`config.mk`:
```
export PLATFORM = sky130hd
export DESIGN_NAME = multikey_scan_result_cols_6_7
export DESIGN_NICKNAME = d
export VERILOG_FILES = /design/src/inc/scan_result_pkg.sv /design/src/rtl/row_enable_filter.sv /design/src/rtl/multikey_scan_result_cols_6_7.sv
export SDC_FILE = /design/constraint.sdc
export NUM_CORES = 1
export LEC_CHECK = 0
export BUFFER_PORTS_ARGS = -buffer_cell sky130_fd_sc_hd__buf_2
export CAP_MARGIN = 20
export CORE_UTILIZATION = 50
export CTS_CLUSTER_DIAMETER = 80
export CTS_CLUSTER_SIZE = 14
export DETAILED_ROUTE_END_ITERATION = 10
export PLACE_DENSITY = 0.89
export RECOVER_POWER = 50
export SYNTH_ARGS = -nofsm -noshare
export SYNTH_HDL_FRONTEND = slang
export SYNTH_HIERARCHICAL = 1
export SYNTH_SLANG_ARGS = --single-unit
```
`constraint.sdc`:
```
create_clock -name clock_i -period 2.85 [get_ports clock_i]
set_clock_uncertainty 0.1 [all_clocks]
set_input_delay 0.1425 -clock clock_i [delete_from_list [all_inputs] [get_ports clock_i]]
set_output_delay 0.1425 -clock clock_i [all_outputs]
set_load 0.01 [all_outputs]
```
`src/inc/scan_result_pkg.sv`:
```
// constants and carrier types for the column 6/7 multi-key scan result register
package scan_result_pkg;

   // ----------------------------------------------------------------
   // register map
   // ----------------------------------------------------------------
   localparam int          ADDR_W          = 8;
   localparam int          DATA_W          = 32;
   localparam int          ROWS            = 8;
   localparam int          ROW_SEL_W       = 3;
   localparam logic [7:0]  RESULT_OFFSET   = 8'h2C;
   localparam logic [31:0] RESULT_RESET    = 32'h0000_0000;
   localparam logic [31:0] READ_NONE       = 32'h0000_0000;

   // ----------------------------------------------------------------
   // field layout
   // ----------------------------------------------------------------
   localparam int          VALID_BIT       = 31;
   localparam int          COL7_LSB        = 16;
   localparam int          COL6_LSB        = 0;
   localparam logic [7:0]  ROWS_RESET      = 8'h00;

   // ----------------------------------------------------------------
   // carriers
   // ----------------------------------------------------------------
   typedef struct packed {
      logic [ADDR_W-1:0] addr;
      logic [DATA_W-1:0] wr_data;
      logic              wr_en;
      logic              rd_en;
   } reg_req_s;

   typedef struct packed {
      logic            done;
      logic [ROWS-1:0] col7_rows;
      logic [ROWS-1:0] col6_rows;
   } scan_report_s;

endpackage

```
`src/rtl/row_enable_filter.sv`:
```
// forces row bits not enabled for matrix use to zero
`timescale 1ns/1ps
`default_nettype none

module row_enable_filter
   import scan_result_pkg::*;
(
   input  wire logic [ROW_SEL_W-1:0] row_select_i, // rows in use: 0..row_select
   input  wire logic [ROWS-1:0]      rows_i,       // raw row hits
   output logic      [ROWS-1:0]      rows_o        // filtered row hits
);

   // ----------------------------------------------------------------
   // per-row gate
   // ----------------------------------------------------------------
   genvar r;
   generate
      for (r = 0; r < ROWS; r = r + 1) begin : g_row
         assign rows_o[r] = rows_i[r] & (r <= int'(row_select_i));
      end
   endgenerate

endmodule

`default_nettype wire

```
`src/rtl/multikey_scan_result_cols_6_7.sv`:
```
// result register for matrix columns 6 and 7 of the keypad auto-scan
//
// Summary of operation
// - bit 31 goes high when a valid auto scan completes with results stored.
// - with bit 31 low the column fields carry nothing meaningful.
// - while bit 31 is high no activity-triggered scan may update the register, except one reported in the cycle of the read that clears it.
// - captured key data stays unchanged until software reads the register.
// - if neither column 6 nor 7 is a matrix column, bit 31 never sets.
// - a read clears bit 31, re-arming automatic scanning.
// - bits 23:16 show active rows seen while column 7 was driven.
// - bits 7:0 show active rows seen while column 6 was driven.
// - rows not enabled by the control row-select field read as zero.
//
// Design decision made here: the address-and-strobe port.
`timescale 1ns/1ps
`default_nettype none

module multikey_scan_result_cols_6_7
   import scan_result_pkg::*;
(
   input  wire logic                 clock_i,        // 200 MHz clock
   input  wire logic                 sys_rst_i,      // async reset, active high
   input  wire logic [ADDR_W-1:0]    addr_i,         // register address
   input  wire logic [DATA_W-1:0]    wr_data_i,      // write data (ignored here)
   input  wire logic                 wr_en_i,        // write strobe
   input  wire logic                 rd_en_i,        // read strobe
   output logic      [DATA_W-1:0]    rd_data_o,      // read data, cycle after strobe
   input  wire logic                 scan_done_i,    // scan engine: scan finished, pulse
   input  wire logic [ROWS-1:0]      col7_rows_i,    // scan engine: column 7 row hits
   input  wire logic [ROWS-1:0]      col6_rows_i,    // scan engine: column 6 row hits
   input  wire logic                 col7_matrix_i,  // column 7 configured as matrix
   input  wire logic                 col6_matrix_i,  // column 6 configured as matrix
   input  wire logic [ROW_SEL_W-1:0] row_select_i,   // control register bits 14:12
   output logic                      scan_hold_o     // stop activity-driven scans
);

   // ----------------------------------------------------------------
   // state
   // ----------------------------------------------------------------
   typedef struct packed {
      logic              valid;
      logic [ROWS-1:0]   col7;
      logic [ROWS-1:0]   col6;
      logic [DATA_W-1:0] rd_data;
   } state_s;

   reg_req_s     req;
   scan_report_s rpt;
   state_s       state_reg;
   state_s       state_next;
   logic [ROWS-1:0] col7_cap;
   logic [ROWS-1:0] col6_cap;
   logic [ROWS-1:0] col7_show;
   logic [ROWS-1:0] col6_show;
   logic            hit;
   logic            accept;
   logic [DATA_W-1:0] word;

   assign req = '{addr: addr_i, wr_data: wr_data_i, wr_en: wr_en_i, rd_en: rd_en_i};
   assign rpt = '{done: scan_done_i, col7_rows: col7_rows_i, col6_rows: col6_rows_i};

   // ----------------------------------------------------------------
   // row gating at capture and at read
   // ----------------------------------------------------------------
   // gated twice so a later change of row select still hides disabled rows
   row_enable_filter u_cap7 (
      .row_select_i (row_select_i),
      .rows_i       (rpt.col7_rows),
      .rows_o       (col7_cap)
   );
   row_enable_filter u_cap6 (
      .row_select_i (row_select_i),
      .rows_i       (rpt.col6_rows),
      .rows_o       (col6_cap)
   );
   row_enable_filter u_show7 (
      .row_select_i (row_select_i),
      .rows_i       (state_reg.col7),
      .rows_o       (col7_show)
   );
   row_enable_filter u_show6 (
      .row_select_i (row_select_i),
      .rows_i       (state_reg.col6),
      .rows_o       (col6_show)
   );

   // ----------------------------------------------------------------
   // next state
   // ----------------------------------------------------------------
   always_comb begin
      state_next = state_reg;
      hit        = req.rd_en && (req.addr == RESULT_OFFSET);
      word       = RESULT_RESET;
      word[VALID_BIT] = state_reg.valid;
      if (state_reg.valid) begin
         word[COL7_LSB +: ROWS] = col7_show;
         word[COL6_LSB +: ROWS] = col6_show;
      end
      // a scan reported while the flag is held is dropped, unless this cycle's
      // read releases it: the set then wins over the clear
      accept = rpt.done && (col7_matrix_i || col6_matrix_i)
               && (!state_reg.valid || hit);
      if (req.rd_en) begin
         state_next.rd_data = hit ? word : READ_NONE;
      end
      if (hit) begin
         state_next.valid = 1'b0;
      end
      if (accept) begin
         state_next.valid = 1'b1;
         state_next.col7  = col7_cap;
         state_next.col6  = col6_cap;
      end
      // writes have no effect on any field
   end

   // ----------------------------------------------------------------
   // registers
   // ----------------------------------------------------------------
   always_ff @(posedge clock_i or posedge sys_rst_i) begin
      if (sys_rst_i) begin
         state_reg <= '{valid: 1'b0, col7: ROWS_RESET, col6: ROWS_RESET,
                        rd_data: RESULT_RESET};
      end else begin
         state_reg <= state_next;
      end
   end

   assign rd_data_o   = state_reg.rd_data;
   assign scan_hold_o = state_reg.valid;

endmodule

`default_nettype wire

```
==> impl_metrics.env <==
export IMPL_antenna_found_initial=0
export IMPL_holdPathStages=3
export IMPL_cts_sinks=34
export IMPL_routed_via_density=5.39
export IMPL_place_ws_ns=0.779
export IMPL_end_kind="flop"
export IMPL_cap_violations=0
export IMPL_clk_latency_ns=0.28
export IMPL_io_pins=99
export IMPL_cts_buffers=5
export IMPL_drtIter0Drc=88
export IMPL_cpPeakStageDelay_ns=0.82
export IMPL_dieHeight_microns=65.9
export IMPL_synthTopCellsByCount="buf_4 (36), dfrtp_1 (34), inv_1 (18), o21ai_0 (17), a22o_1 (16)"
export IMPL_fill_cells=333
export IMPL_drc=0
export IMPL_fin_crit_sh=0.742
export IMPL_leakage_nw=1.12
export IMPL_netlist_area_sq_um=2040
export IMPL_p_per_area_nw_per_um2=453
export IMPL_largest_reg_flops=17
export IMPL_cts_root_buf="clkbuf_8"
export IMPL_port_buffers=50
export IMPL_crit_required_ns=2.97
export IMPL_synth_yosys_warnings=6
export IMPL_setup_ws_ns=0.736
export IMPL_synth_edf_count=0
export IMPL_synth_area_per_cell_sq_um=10.8
export IMPL_h_tree_depth=2
export IMPL_hold_violations=0
export IMPL_core_area_sq_um=3800
export IMPL_status="complete, no violations"
export IMPL_wl_microns=3870
export IMPL_setup_tns_ns=0
export IMPL_timing_rr_start="scan_hold_o$_DFFE_PP0P_"
export IMPL_slew_headroom=0.409
export IMPL_synth_flop_cell="dfrtp_1"
export IMPL_grt_usage=0.199
export IMPL_max_vdd_ir_drop_mv=0.167
export IMPL_avgRoutedWirePerCell_microns=14.4
export IMPL_antenna_cells=0
export IMPL_rr_worst_depth=3
export IMPL_path_class="flop to flop"
export IMPL_netlist_instances=188
export IMPL_clk_pin_slew_ns=0.07
export IMPL_crit_path_top_delay_cell="nor4_4"
export IMPL_cts_tree="done"
export IMPL_holdWs_ns=0.0272
export IMPL_yosysMostFrequentCell="buf_4"
export IMPL_synth_async_sr_flop_share=1.00
export IMPL_dpl_hpwl_microns=2540
export IMPL_drv_slew=0
export IMPL_grt_pass1_wl_microns=6420
export IMPL_yosysTopAreaCellShare=0.417
export IMPL_setup_viol=0
export IMPL_clock_fmax_ghz=0.473
export IMPL_cts_buffer_depth=2
export IMPL_grt_pass1_vias=1319
export IMPL_min_path_type="primary input to flop"
export IMPL_worstReg2RegEnd="rd_data_o[3]$_DFFE_PP0P_"
export IMPL_synthTopCellsByArea="dfrtp_1 (42%), buf_4 (13%), o32ai_2 (8.0%)"
export IMPL_critical_path_max_fanout=19
export IMPL_initial_core_util=0.537
export IMPL_final_min_clock_period_ns=2.11
export IMPL_nNetsFinal=285
export IMPL_synth_top_area_cell="dfrtp_1"
export IMPL_hp_start="col7_rows_i[0]"
export IMPL_min_to="state_reg[40]$_DFFE_PP0P_"
export IMPL_gr_total_overflow=0
export IMPL_crit_path_start_kind="flop"
export IMPL_path_cells="inv_1 > nor4_4 > a22o_1"
export IMPL_arrival_ns=2.23
export IMPL_rsz0062_at_grt="no"
export IMPL_die_area_sq_um=4340
export IMPL_firstDrtPassIters=4
export IMPL_vias=1445
export IMPL_die_w_microns=65.9
export IMPL_place_congestion=0.779
export IMPL_worst_slew_pin_slew_ns=0.880
export IMPL_drive_gt1_frac=0.341
export IMPL_area_growth_pct=7.67
export IMPL_netlist_cell_type_count=27
export IMPL_final_antenna_net_count=0
export IMPL_grt_max_degree=35
export IMPL_worst_r2r_setup_slack_ns=0.74
export IMPL_rows=22
export IMPL_ys_seq_area_frac=0.417
export IMPL_synth_seq_cells=34
[layout by cell type, fill, tap and decap left out, types with 6 or more instances in the layout]
cell type	synthesis	layout
a22o_1	16	16
dfrtp_1	34	34
clkbuf_1	5	10
clkbuf_8	0	6
o21ai_0	17	17
conb_1	1	15
buf_2	0	41
o32ai_2	10	10
inv_1	18	18
o32ai_1	6	6
[cell families after synthesis]
family,Yosys count,share of synthesized area
buffers and inverters,63,0.193
flip-flops,34,0.417
other,1,0.00184
AO/OA/AOI/OAI,68,0.292
AND/OR/NAND/NOR,22,0.0957
[repair_timing]
action | in CTS | in global routing
hold endpoints to repair | 34 | 0
resized for setup | 0 | 0
buffers inserted | 0 | 0
hold buffers | 1 | 0
[power breakdown]
group | internal (mW) | total [mW] | switching [mW]
Sequential | 0.499 | 0.509 | 0.00994
Clock | 0.195 | 0.361 | 0.167
Combinational | 0.0488 | 0.124 | 0.0755
Total | 0.743 | 0.995 | 0.252
[per-layer routing]
layer / share of wire / global-route usage
met1: 0.45 / 0.265
met2: 0.47 / 0.296
met3: 0.051 / 0.0517
met4: 0.027 / 0.101
met5: 0 / 0
[through the flow]
step / instances / util / total power [mW] / instance area (sq um)
global placement: 259 / 0.554 / 0.636 / 2110
floorplan: 202 / - / 0.612 / 2090
CTS: 268 / 0.581 / 0.999 / 2210
detailed placement: 259 / 0.554 / 0.640 / 2110
global route: 268 / 0.578 / 1.04 / 2200
finish: 268 / 0.578 / 0.995 / 2200
[worst max-delay path, delay by kind of cell (launching register included)]
kind / cells / cell delay [ns]
AOI/OAI and AO/OA: 1 / 0.25
buffers and inverters: 1 / 0.17
DFF: 1 / 0.70
and+or+nand+nor: 1 / 0.82
[worst max path at each step]
| stage | start | to | slack (ns) | depth (start not counted) |
|---|---|---|---|---|
| 2_1_floorplan | addr_i[7] | state_reg[32]$_DFFE_PP0P_ | 1.20 | 4 |
| 3_3_place_gp | scan_hold_o$_DFFE_PP0P_ | rd_data_o[3]$_DFFE_PP0P_ | 0.81 | 3 |
| 3_5_place_dp | scan_hold_o$_DFFE_PP0P_ | rd_data_o[6]$_DFFE_PP0P_ | 0.78 | 3 |
| 4_1_cts | scan_hold_o$_DFFE_PP0P_ | rd_data_o[3]$_DFFE_PP0P_ | 0.75 | 3 |
| 5_1_grt | scan_hold_o$_DFFE_PP0P_ | rd_data_o[3]$_DFFE_PP0P_ | 0.62 | 3 |
| 6_report | scan_hold_o$_DFFE_PP0P_ | rd_data_o[3]$_DFFE_PP0P_ | 0.74 | 3 |
[area by class of cell]
cell class	instances	area, sq um	area share
clock buffers	7	86.3	0.0393
clock inverters	1	5.00	0.00228
inverters	19	71.3	0.0325
multi-input cells	105	851	0.387
flip-flops and latches	34	851	0.387
well taps	48	60.1	0.0274
repair buffers	54	272	0.124
Power figures use the tool's default switching activity.
